===== src/shared/swl_pkg.sv =====
// shared constants, types and helpers for the scan watchdog and loop control block
// assumes a single 25 MHz pclk domain and an APB register bus with 32-bit data
package swl_pkg;

  // time base
  localparam int SWL_CLK_HZ = 25_000_000;
  localparam int SWL_TIME_BASE_MS = 1;
  localparam int SWL_MS_CYCLES = SWL_CLK_HZ / 1000 * SWL_TIME_BASE_MS;

  // watchdog limit word, in ms
  localparam logic [15:0] SWL_LIMIT_RST = 16'h00C8;
  localparam logic [15:0] SWL_LIMIT_MAX = 16'h7FFF;
  localparam logic [15:0] SWL_COUNT_MAX = 16'hFFFF;

  // apb byte offsets
  localparam logic [7:0] SWL_OFF_LIMIT = 8'h00;
  localparam logic [7:0] SWL_OFF_CYCLE = 8'h04;
  localparam logic [7:0] SWL_OFF_STATUS = 8'h08;
  localparam logic [7:0] SWL_OFF_MASK = 8'h0C;
  localparam logic [7:0] SWL_OFF_CTRL = 8'h10;

  // status and mask bit positions
  localparam int SWL_ST_WDT = 0;
  localparam int SWL_ST_SUB_OPEN = 1;
  localparam int SWL_ST_LOOP_OPEN = 2;
  localparam int SWL_ST_ORDER = 3;
  localparam int SWL_ST_REGION = 4;
  localparam int SWL_ST_NEST = 5;
  localparam int SWL_ST_W = 6;
  localparam logic [SWL_ST_W-1:0] SWL_ST_RST = 6'h00;

  // control bit: write one to resume after a watchdog halt
  localparam int SWL_CTRL_RESUME = 0;

  // loop stack
  localparam int SWL_LOOP_DEPTH = 5;
  localparam int SWL_CNT_W = 16;
  localparam logic [3:0] SWL_DEPTH_CALL_MAX = 4'hF;

  // instruction codes reported by the sequencer
  typedef enum logic [3:0] {
    SWL_OP_NONE = 4'h0,
    SWL_OP_MAIN_PROGRAM_END = 4'h1,
    SWL_OP_FINAL_END = 4'h2,
    SWL_OP_WATCHDOG_REFRESH = 4'h3,
    SWL_OP_SUBROUTINE_CALL = 4'h4,
    SWL_OP_SUBROUTINE_CALL_PULSE = 4'h5,
    SWL_OP_SUBROUTINE_RETURN = 4'h6,
    SWL_OP_INTERRUPT_ENTRY = 4'h7,
    SWL_OP_INTERRUPT_RETURN = 4'h8,
    SWL_OP_LOOP_BEGIN = 4'h9,
    SWL_OP_LOOP_END = 4'hA
  } swl_op_t;

  typedef enum logic {
    SWL_RUN = 1'b0,
    SWL_HALT = 1'b1
  } swl_state_t;

  // both end instructions close the operation cycle
  function automatic logic swl_is_cycle_end(input swl_op_t op);
    return (op == SWL_OP_MAIN_PROGRAM_END) || (op == SWL_OP_FINAL_END);
  endfunction : swl_is_cycle_end

endpackage : swl_pkg


===== src/rtl/swl_loop_stack.sv =====
// counted loop stack: one remaining-iteration count per open nesting level
// assumes push, step and flush come from the same pclk domain, at most one per cycle
`timescale 1ns/1ps
module swl_loop_stack #(
  parameter int DEPTH = swl_pkg::SWL_LOOP_DEPTH,
  parameter int W = swl_pkg::SWL_CNT_W
) (
  input wire logic pclk,
  input wire logic presetn,
  input wire logic push,
  input wire logic [W-1:0] push_count,
  input wire logic step,
  input wire logic flush,
  output logic empty,
  output logic full,
  output logic again
);
  import swl_pkg::*;

  localparam int PW = $clog2(DEPTH + 1);
  localparam logic [W-1:0] ONE = W'(1);

  logic [W-1:0] slot [DEPTH];
  logic [PW-1:0] level;
  logic [PW-1:0] top;

  // counts from the most negative value up to zero run once
  function automatic logic [W-1:0] first_count(input logic [W-1:0] c);
    return ($signed(c) <= 0) ? ONE : c;
  endfunction : first_count

  assign top = level - 1'b1;
  assign empty = (level == '0);
  assign full = (level == PW'(DEPTH));
  // more passes left on the innermost loop
  assign again = !empty && (slot[top] > ONE);

  // push opens a level, step burns one pass or closes the level
  always_ff @(posedge pclk or negedge presetn) begin
    if (!presetn) begin
      level <= '0;
      for (int i = 0; i < DEPTH; i++) begin
        slot[i] <= '0;
      end
    end else if (flush) begin
      level <= '0;
    end else if (push && !full) begin
      slot[level] <= first_count(push_count);
      level <= level + 1'b1;
    end else if (step && !empty) begin
      if (again) begin
        slot[top] <= slot[top] - ONE;
      end else begin
        level <= top;
      end
    end
  end
endmodule : swl_loop_stack


===== src/rtl/swl_ms_tick.sv =====
// millisecond tick generator for the watchdog time base
// assumes pclk runs free; tick is a one-cycle pulse every CYCLES clocks
`timescale 1ns/1ps
module swl_ms_tick #(
  parameter int CYCLES = swl_pkg::SWL_MS_CYCLES
) (
  input wire logic pclk,
  input wire logic presetn,
  output logic tick
);
  import swl_pkg::*;

  localparam int CW = (CYCLES > 1) ? $clog2(CYCLES) : 1;
  localparam logic [CW-1:0] LAST = CW'(CYCLES - 1);

  logic [CW-1:0] div;

  // free-running divider; tick marks its wrap
  always_ff @(posedge pclk or negedge presetn) begin
    if (!presetn) begin
      div <= '0;
      tick <= 1'b0;
    end else if (div == LAST) begin
      div <= '0;
      tick <= 1'b1;
    end else begin
      div <= div + 1'b1;
      tick <= 1'b0;
    end
  end

endmodule : swl_ms_tick


===== src/rtl/swl_scan_watchdog.sv =====
// scan cycle watchdog and loop / subroutine flow checker, apb register slave
// assumes the sequencer reports each executed control instruction as a one-cycle
// ins_valid pulse on pclk, and obeys loop_repeat / loop_done / restart_step0
// Operation
// - main program end while a subroutine is still open flags an error
// - main program end while a counted loop is open flags an error
// - operation cycle runs from step zero to main end or final end
// - cycle over the limit flags watchdog error, lights error lamp, halts
// - refresh instruction restarts the watchdog measurement mid-program
// - limit word holds milliseconds, up to 32767, initial 200
// - a newly written limit applies to the program that follows; here it applies from the next clock, in the running cycle
// - main end triggers output and input processing, refresh, restart at step zero
// - loop counts from -32768 through zero run a single pass
// - loop body repeats the given count, then continues after loop end
// - counted loops nest up to five levels
// - loop end without an open loop is an error
// - unequal numbers of loop begins and loop ends are an error
// - loop end inside the routine area after main end is an error
// - the last operation cycle time is readable in the cycle time word
//
// Our own choices: the APB register port and the address map.
`timescale 1ns/1ps
module swl_scan_watchdog #(
  parameter int MS_CYCLES = swl_pkg::SWL_MS_CYCLES,
  parameter int LOOP_DEPTH = swl_pkg::SWL_LOOP_DEPTH
) (
  input wire logic pclk,
  input wire logic presetn,
  input wire logic psel,
  input wire logic penable,
  input wire logic pwrite,
  input wire logic [7:0] paddr,
  input wire logic [31:0] pwdata,
  output logic [31:0] prdata,
  output logic pready,
  output logic pslverr,
  input wire logic ins_valid,
  input wire swl_pkg::swl_op_t ins_op,
  input wire logic [swl_pkg::SWL_CNT_W-1:0] ins_count,
  output logic loop_repeat,
  output logic loop_done,
  output logic io_refresh,
  output logic restart_step0,
  output logic halt,
  output logic cpu_error_led,
  output logic prog_error,
  output logic irq
);
  import swl_pkg::*;

  swl_state_t state;
  swl_state_t next_state;
  logic [15:0] limit;
  logic [15:0] wd_count;
  logic [15:0] scan_cycle_time;
  logic [SWL_ST_W-1:0] status;
  logic [SWL_ST_W-1:0] mask;
  logic [SWL_ST_W-1:0] st_set;
  logic [SWL_ST_W-1:0] st_clr;
  logic [SWL_ST_W-1:0] next_status;
  logic [3:0] call_depth;
  logic irq_ctx;
  logic ms_tick;
  logic loop_empty;
  logic loop_full;
  logic loop_again;
  logic acc;
  logic wr_en;
  logic rd_phase;
  logic [31:0] rd_data;
  logic rd_hit;
  logic ins_ok;
  logic cyc_end;
  logic main_end;
  logic refresh_instr;
  logic resume;
  logic refresh;
  logic wd_trip;
  logic in_routine;
  logic loop_begin_ev;
  logic loop_end_ev;
  logic loop_step;

  swl_ms_tick #(.CYCLES(MS_CYCLES)) u_tick (
    .pclk(pclk),
    .presetn(presetn),
    .tick(ms_tick)
  );

  swl_loop_stack #(.DEPTH(LOOP_DEPTH), .W(SWL_CNT_W)) u_loops (
    .pclk(pclk),
    .presetn(presetn),
    .push(loop_begin_ev),
    .push_count(ins_count),
    .step(loop_step),
    .flush(cyc_end),
    .empty(loop_empty),
    .full(loop_full),
    .again(loop_again)
  );

  // apb: one wait state, so read data and error come straight from flops
  assign rd_phase = psel && penable && !pready;
  assign acc = psel && penable && pready;
  assign wr_en = acc && pwrite;

  // read mux and decode; low address bits must be zero
  always_comb begin
    rd_data = 32'h0000_0000;
    rd_hit = (paddr[1:0] == 2'h0);
    case (paddr)
      SWL_OFF_LIMIT: rd_data = {16'h0000, limit};
      SWL_OFF_CYCLE: rd_data = {16'h0000, scan_cycle_time};
      SWL_OFF_STATUS: rd_data = {26'h000_0000, status};
      SWL_OFF_MASK: rd_data = {26'h000_0000, mask};
      SWL_OFF_CTRL: rd_data = {31'h0000_0000, state == SWL_HALT};
      default: rd_hit = 1'b0;
    endcase
  end

  // bus answer registers
  always_ff @(posedge pclk or negedge presetn) begin
    if (!presetn) begin
      pready <= 1'b0;
      prdata <= 32'h0000_0000;
      pslverr <= 1'b0;
    end else begin
      pready <= rd_phase;
      prdata <= (rd_phase && !pwrite && rd_hit) ? rd_data : 32'h0000_0000;
      pslverr <= rd_phase && !rd_hit;
    end
  end

  // limit word and interrupt mask; bit 15 of the limit is held at zero
  always_ff @(posedge pclk or negedge presetn) begin
    if (!presetn) begin
      limit <= SWL_LIMIT_RST;
      mask <= SWL_ST_RST;
    end else if (wr_en && paddr == SWL_OFF_LIMIT) begin
      limit <= pwdata[15:0] & SWL_LIMIT_MAX;
    end else if (wr_en && paddr == SWL_OFF_MASK) begin
      mask <= pwdata[SWL_ST_W-1:0];
    end
  end

  // instruction events; nothing executes while halted
  assign ins_ok = ins_valid && (state == SWL_RUN);
  assign cyc_end = ins_ok && swl_is_cycle_end(ins_op);
  assign main_end = ins_ok && (ins_op == SWL_OP_MAIN_PROGRAM_END);
  assign refresh_instr = ins_ok && (ins_op == SWL_OP_WATCHDOG_REFRESH);
  assign resume = wr_en && (paddr == SWL_OFF_CTRL) && pwdata[SWL_CTRL_RESUME];
  assign refresh = cyc_end || refresh_instr || resume;
  assign wd_trip = (state == SWL_RUN) && (wd_count > limit);
  assign in_routine = (call_depth != 4'h0) || irq_ctx;
  assign loop_begin_ev = ins_ok && (ins_op == SWL_OP_LOOP_BEGIN);
  assign loop_end_ev = ins_ok && (ins_op == SWL_OP_LOOP_END);
  // loop ends in the routine area are refused, not stepped
  assign loop_step = loop_end_ev && !in_routine;

  // watchdog count in ms; a refresh beats a coincident tick
  always_ff @(posedge pclk or negedge presetn) begin
    if (!presetn) begin
      wd_count <= 16'h0000;
    end else if (refresh) begin
      wd_count <= 16'h0000;
    end else if (ms_tick && state == SWL_RUN && wd_count != SWL_COUNT_MAX) begin
      wd_count <= wd_count + 16'h0001;
    end
  end

  // cycle time is captured at each end instruction
  always_ff @(posedge pclk or negedge presetn) begin
    if (!presetn) begin
      scan_cycle_time <= 16'h0000;
    end else if (cyc_end) begin
      scan_cycle_time <= wd_count;
    end
  end

  // run / halt; only software can resume after a trip
  always_comb begin
    next_state = state;
    case (state)
      SWL_RUN: if (wd_trip) next_state = SWL_HALT;
      SWL_HALT: if (resume) next_state = SWL_RUN;
      default: next_state = SWL_HALT;
    endcase
  end

  always_ff @(posedge pclk or negedge presetn) begin
    if (!presetn) begin
      state <= SWL_RUN;
      halt <= 1'b0;
      cpu_error_led <= 1'b0;
    end else begin
      state <= next_state;
      halt <= (next_state == SWL_HALT);
      cpu_error_led <= (next_state == SWL_HALT);
    end
  end

  // subroutine / interrupt nesting; resynchronised at every cycle end
  always_ff @(posedge pclk or negedge presetn) begin
    if (!presetn) begin
      call_depth <= 4'h0;
      irq_ctx <= 1'b0;
    end else if (cyc_end) begin
      call_depth <= 4'h0;
      irq_ctx <= 1'b0;
    end else if (ins_ok) begin
      case (ins_op)
        SWL_OP_SUBROUTINE_CALL, SWL_OP_SUBROUTINE_CALL_PULSE: begin
          if (call_depth != SWL_DEPTH_CALL_MAX) call_depth <= call_depth + 4'h1;
        end
        SWL_OP_SUBROUTINE_RETURN: begin
          if (call_depth != 4'h0) call_depth <= call_depth - 4'h1;
        end
        SWL_OP_INTERRUPT_ENTRY: irq_ctx <= 1'b1;
        SWL_OP_INTERRUPT_RETURN: irq_ctx <= 1'b0;
        default: irq_ctx <= irq_ctx;
      endcase
    end
  end

  // error events into sticky status bits
  always_comb begin
    st_set = SWL_ST_RST;
    st_set[SWL_ST_WDT] = wd_trip;
    st_set[SWL_ST_SUB_OPEN] = main_end && (call_depth != 4'h0);
    st_set[SWL_ST_LOOP_OPEN] = cyc_end && !loop_empty;
    st_set[SWL_ST_ORDER] = loop_step && loop_empty;
    st_set[SWL_ST_REGION] = loop_end_ev && in_routine;
    st_set[SWL_ST_NEST] = loop_begin_ev && loop_full;
    st_clr = (wr_en && paddr == SWL_OFF_STATUS) ? pwdata[SWL_ST_W-1:0] : SWL_ST_RST;
    // a new event wins over a write-one-to-clear in the same cycle
    next_status = (status & ~st_clr) | st_set;
  end

  always_ff @(posedge pclk or negedge presetn) begin
    if (!presetn) begin
      status <= SWL_ST_RST;
      prog_error <= 1'b0;
      irq <= 1'b0;
    end else begin
      status <= next_status;
      prog_error <= |st_set[SWL_ST_W-1:1];
      irq <= |(next_status & mask);
    end
  end

  // sequencer answers, one cycle after the instruction
  always_ff @(posedge pclk or negedge presetn) begin
    if (!presetn) begin
      loop_repeat <= 1'b0;
      loop_done <= 1'b0;
      io_refresh <= 1'b0;
      restart_step0 <= 1'b0;
    end else begin
      loop_repeat <= loop_step && loop_again;
      loop_done <= loop_step && !loop_empty && !loop_again;
      io_refresh <= cyc_end;
      restart_step0 <= cyc_end;
    end
  end
endmodule : swl_scan_watchdog


===== config.mk =====
export PLATFORM = sky130hd
export DESIGN_NAME = swl_scan_watchdog
export DESIGN_NICKNAME = d
export VERILOG_FILES = /design/src/shared/swl_pkg.sv /design/src/rtl/swl_loop_stack.sv /design/src/rtl/swl_ms_tick.sv /design/src/rtl/swl_scan_watchdog.sv
export SDC_FILE = /design/constraint.sdc
export NUM_CORES = 1
export LEC_CHECK = 0
export CELL_PAD_IN_SITES_DETAIL_PLACEMENT = 1
export CELL_PAD_IN_SITES_GLOBAL_PLACEMENT = 1
export CORE_MARGIN = 5
export CORE_UTILIZATION = 45
export CTS_CLUSTER_SIZE = 20
export DETAILED_ROUTE_END_ITERATION = 8
export DONT_BUFFER_PORTS = 1
export PLACE_DENSITY_LB_ADDON = 0.08
export RECOVER_POWER = 25
export REMOVE_ABC_BUFFERS = 1
export SETUP_SLACK_MARGIN = 0.2
export SLEW_MARGIN = 10
export SYNTH_ARGS = -nofsm -noshare
export SYNTH_HDL_FRONTEND = slang
export SYNTH_SLANG_ARGS = --single-unit

===== constraint.sdc =====
create_clock -name pclk -period 3.6 [get_ports pclk]
set_input_delay 0.54 -clock pclk [delete_from_list [all_inputs] [get_ports pclk]]
set_output_delay 0.54 -clock pclk [all_outputs]
set_load 0.02 [all_outputs]

[Word level (Yosys, flattened, before mapping)]
Index checks and enable logic that the tools add are counted.
Operators by class
  add/subtract/negate cells: 7
  order comparisons: 7
  equal/unequal tests: 21
  multiplexer cells: 36
  bitwise gates (word level): 9
  reduce and logical (&&, ||, !) cells: 65
Operators with widths (number)
  80-bit two-way mux: 3
  80-bit bitwise mux: 2
  16-bit two-way mux: 7
  16-bit demux with 3-bit select: 2
  16-bit one-hot mux with 5 select lines: 1
  16-bit binary-select mux with 3-bit select: 1
  1-bit logical AND: 34
  32-bit two-way mux: 1
  16-bit by 1-bit adder with 16-bit output, second input constant: 1
  4-bit by 3-bit equality test with 1-bit output, second input constant: 4
  8-bit by 4-bit equality test with 1-bit output, second input constant: 2
  16-bit by 1-bit greater-than comparator with 1-bit output, second input constant: 1
  16-bit by 15-bit greater-than comparator with 1-bit output: 1
  16-bit by 1-bit <= comparator with 1-bit output, second input constant: 1
  4-bit two-way mux: 4
  16-bit != test, second input constant: 1
  16-bit by 1-bit subtractor with 16-bit output, second input constant: 1
  15-bit by 1-bit adder with 15-bit output, second input constant: 1
  15-bit equality test, second input constant: 1
  15-bit two-way mux: 1
  6-bit AND: 2
  4-bit equality test, second input constant: 3
  3-bit two-way mux: 4
  5-bit OR reduction: 2
  35 further kinds: 64
Word-level totals
  flip-flop bits (word level): 203
  input port bits: 66
  output and inout bits: 42
  word-level logic and storage cells: 169

[Logic depth before layout (Yosys ltp)]
  depth after elaboration: 11
  mapped depth: 21

[Cells and area by module]
Synthesis repeated with hierarchy kept, for this count alone.
Unflattened totals
  cells, all modules: 1040
  area, all modules: 10577.6 um2
By module, submodules not included
  swl_loop_stack: instances 1, cells each 506, area an instance 5034.8 um2
  swl_scan_watchdog: instances 1, cells each 458, area an instance 4733.3 um2
  swl_ms_tick: instances 1, cells each 76, area an instance 809.5 um2

[Worst setup path before layout]
Ideal clock, no wire load.
  path kind: reg2reg
  start: register u_loops.level[0]
  end: register u_loops.slot[9] (netlist bit)
  setup time: 0.127 ns
  arrival time: 3.834 ns
  required time: 3.473 ns
  path slack: -0.362 ns
  stages on the path, launching flop included: 18
  period minus slack after synthesis: 3.962 ns
  cell sequence: dfrtp_1 -> buf_6 -> buf_2 -> inv_1 -> buf_2 -> ha_1 -> xor2_4 -> buf_2 -> mux2_2 -> a22oi_2 -> ha_1 -> o21ai_0 -> nor3_1 -> a21oi_4 -> nand2b_4 -> buf_6 -> nand2_8 -> mux2_1
On the way
  cells in the longest elaborated chain, start to end: 10
  elaborated cells on any way between the ends: 33
  those cells by class: add/sub: 2; order compare: 5; eq/ne: 1; mux: 12; bitwise: 2; reduce/logical: 11
Ends and longest elaborated chain
  from (decl): line swl_loop_stack.sv:24  | logic [PW-1:0] level;
  from (signal assigned): line swl_loop_stack.sv:49  | level <= level + 1'b1;
  from (signal assigned): line swl_loop_stack.sv:54  | level <= top;
  3-bit by 1-bit subtractor with 3-bit output: line swl_loop_stack.sv:32  | assign top = level - 1'b1;
  3-bit inverter with 4-bit output (not written as such): line swl_loop_stack.sv:36, swl_loop_stack.sv:52
  16-bit binary-select mux with 3-bit select, or another cell as far along: line swl_loop_stack.sv:36, swl_loop_stack.sv:52
  16-bit two-way mux (not written as such) or 1-bit logical AND (tied branches): line swl_loop_stack.sv:36, swl_loop_stack.sv:52
  16-bit two-way mux, on equally long branches: line swl_loop_stack.sv:36, swl_loop_stack.sv:52
  16-bit by 1-bit subtractor with 16-bit output or 16-bit demux with 3-bit select (tied branches): line swl_loop_stack.sv:52  | slot[top] <= slot[top] - ONE;
  80-bit bitwise mux: line swl_loop_stack.sv:52
  80-bit two-way mux: line swl_loop_stack.sv:51  | if (again) begin
  80-bit two-way mux: line swl_loop_stack.sv:50  | end else if (step && !empty) begin
  80-bit two-way mux: line swl_loop_stack.sv:47  | end else if (push && !full) begin
  to (signal, indexed assignment): line swl_loop_stack.sv:48  | slot[level] <= first_count(push_count);
  to (signal, indexed assignment): line swl_loop_stack.sv:52
  to (decl): line swl_loop_stack.sv:23  | logic [W-1:0] slot [DEPTH];
Parallel ways exist; a longest one is shown, timed or not. The select of a mux whose other input is x is not followed.
A chain may end at the register's enable or synchronous reset.

[Worst setup path after layout]
  start: register u_loops.level[0]
  end: register u_loops.slot[31] (netlist bit)
The elaborated chain is that of the path after synthesis.

==> impl_metrics.toml <==
[run_status]
outcome = "complete, but fails checks"
failed_checks = "negative hold slack"

[sta]
rsz0062_at_grt = "no"
tightest_slew_ps = 1120
final-setup-viol-count = 0
hold_violations = 184
finalCriticalPeriod_ps = 3291
holdWs_ps = -211.5
fin_skew_ps = 15.72
relSlewSlack = 0.2483
finalCritPeriodShare = 0.9141
maxSlewViolCount = 0
max_freq_mhz = 303.9

[placement]
portBuffers = 0
hpwl_mm = 21.41
gp_congestion = 0.8506

[power_and_ir_drop]
p_total_mw = 4.271
cellLeakagePower_nw = 5.185
p_per_area_nw_per_um2 = 367.6
peakVddDrop_v = 0.0002488

[routing]
wire_per_inst_um = 22.84
vias = 8262
viasPerCell = 5.996
drc = 0
routed_wl_mm = 31.48
drt-initial-drc-count = 502
dr.pass1.iters = 7
ant_nets = 0

[synth]
ys_seq_area_frac = 0.4572
yosysTopAreaCellShare = 0.4495
ys.warnings.count = 0
synth-main-ff-cell = "dfrtp_1"
yosys-top-cells-area = "dfrtp_1, nand2_1, a22oi_1, ha_1, nor2_1"
synth_cell_types = 79
synthArstFlopShare = 1.000
yosysTopAreaCell = "dfrtp_1"
synthCells = 1043
synth_edf_count = 0
synth_seq_cells = 187
syn_area_per_cell_um2 = 9.820
syn_area_um2 = 10240

[die]
core_area_um2 = 22500
initial_core_util = 0.4552
fp.dieArea_um2 = 25880
die_h_um = 160.9
num_rows = 55
io_pins = 108
die_w_um = 160.9

[clocking]
cts_buffer_depth = 2
cts_tree = "built"
clock_latency_ps = 440
cts_sinks = 187
htreeDepth = 4
root_buffer = "clkbuf_16"
numCtsBuffers = 17
clkTransAtPathRegs_ps = 80

[global_route]
grt-ovfl-total = 0
grt.total_usage = 0.2447
grt_pass1_wl_mm = 50.07
grt_pass1_vias = 8784
antenna_found_initial = 0
grt_max_degree = 188

[finish]
final_cell_mix = "dfrtp_1, nand2_1, nor2_1, buf_4, o21ai_0"
synthToLayoutAreaGrowth_pct = 13.43
finalNetCount = 1174
final_common_cell = "dfrtp_1"
diodes = 0
drive_gt1_frac = 0.1537

[worst_setup_path]
slowest_delay_ps = 470
r2r_end = "u_loops.slot[31]$_DFFE_PN0P_"
startpoint_type = "flip-flop"
cp_max_fo = 17
endpoint_kind = "flip-flop"
reg2reg_slack_ps = 310
rr_worst_depth = 14
critPathArrivalTime_ps = 3640
cpMaxStageDelayCell = "or4_4"
cp_top_family = "simple AND/OR/NAND/NOR gates"
critPathBufInv = 4
rr_startpoint = "u_loops.level[0]$_DFFE_PN0P_"
crit_required_ps = 3950
crit_chain = "inv_2 -> ha_4 -> bufbuf_16 -> and3_1 -> mux2i_4 -> nand2_1 -> or4_4 -> nor3_4 -> a21oi_4 -> buf_4 -> o21ai_4 -> buf_4 -> nand2_1 -> o21ai_0"
critPathKind = "flip-flop to flip-flop"

[min_path]
hp-class = "input port to async pin"

[run]
cap_viol_max_count = 0
==> kinds of logic after synthesis <==
kind of cell / count (synthesis) / synth area share
simple gates: 384 / 0.1824
compound gates: 268 / 0.1775
flops: 187 / 0.4572
buf+inv: 93 / 0.05314
xor+xnor: 42 / 0.03921
mux: 42 / 0.05766
fa+ha+maj: 26 / 0.03249
other cells: 1 / 0.0003661
==> final cells by class <==
cell class,count,area [µm²]
flip-flops and latches,187,4683
clock buffers,17,425.4
clock inverters,13,158.9
repair buffers,69,679.4
multi-input cells,778,5200
fillers,2530,10890
well taps,285,356.6
inverters,29,113.9
==> repair_timing <==
action | CTS | global route
buffers inserted | 2 | 7
pin swaps | 5 | 9
hold endpoints to repair | 187 | 186
setup endpoints to repair | 83 | 75
cloned | 1 | 1
gates resized for setup | 12 | 18
==> report_power, final <==
part | switching [mW] | total (mW) | internal (mW)
logic | 0.131 | 0.219 | 0.0880
registers | 0.0191 | 2.13 | 2.11
clock network | 0.885 | 1.92 | 1.04
==> metal layers <==
metal,up-vias,wire (µm),track usage
met4,0,709,0.07794
met3,42,1491,0.04362
met1,4228,13040,0.3049
li1,3784,-,-
met5,-,0,0
met2,208,16240,0.4325
==> stage by stage <==
step	setup TNS [ps]	cell area, µm²	setup slack [ps]	util	cells
5_1_grt	0	11620	188.9	0.5163	1378
3_5_place_dp	0	10770	56.81	0.4786	1337
6_report	0	11620	309.1	0.5163	1378
2_1_floorplan	-134940	9868	-2209	-	994
3_3_place_gp	0	10770	127.1	0.4786	1337
4_1_cts	0	11460	211.9	0.5094	1370
==> sequential cells by signal, summed over array words and instances (netlist names) <==
register / count
pslverr: 1
status: 6
limit: 15
irq_ctx: 1
mask: 6
irq: 1
restart_step0: 1
state: 1
pready: 1
call_depth: 4
loop_repeat: 1
u_tick.div: 15
u_loops.slot: 80
prog_error: 1
scan_cycle_time: 16
loop_done: 1
u_loops.level: 3
u_tick.tick: 1
wd_count: 16
prdata: 16
==> synthesized netlist by cell type, types with 24 or more instances <==
cell type,number
a21oi_1,36
a22o_1,25
a22oi_1,47
dfrtp_1,184
ha_1,25
inv_1,28
nand2_1,159
nand3_1,24
nor2_1,79
o21ai_0,53
o21ai_1,30
==> worst register-to-register path, cell delays in order, from the launching register on <==
cell	delay, ps
dfrtp_1	400
inv_2	120
ha_4	240
bufbuf_16	310
and3_1	220
mux2i_4	180
nand2_1	130
or4_4	470
nor3_4	290
a21oi_4	120
buf_4	180
o21ai_4	220
buf_4	200
nand2_1	70
o21ai_0	70
==> worst max-delay path by stage <==
stage | end | from | depth (start not counted) | slack (ps)
after global routing | u_loops.slot[60]$_DFFE_PN0P_ | u_loops.level[0]$_DFFE_PN0P_ | 13 | 190
after detailed placement | u_loops.slot[30]$_DFFE_PN0P_ | u_loops.level[1]$_DFFE_PN0P_ | 13 | 60
final | u_loops.slot[31]$_DFFE_PN0P_ | u_loops.level[0]$_DFFE_PN0P_ | 14 | 310
after CTS | u_loops.slot[43]$_DFFE_PN0P_ | u_loops.level[1]$_DFFE_PN0P_ | 12 | 210
after global placement | u_loops.slot[44]$_DFFE_PN0P_ | u_loops.level[1]$_DFFE_PN0P_ | 11 | 130
after floorplan | u_loops.slot[18]$_DFFE_PN0P_ | u_loops.level[0]$_DFFE_PN0P_ | 11 | -2210
Power figures use the tool's default switching activity.
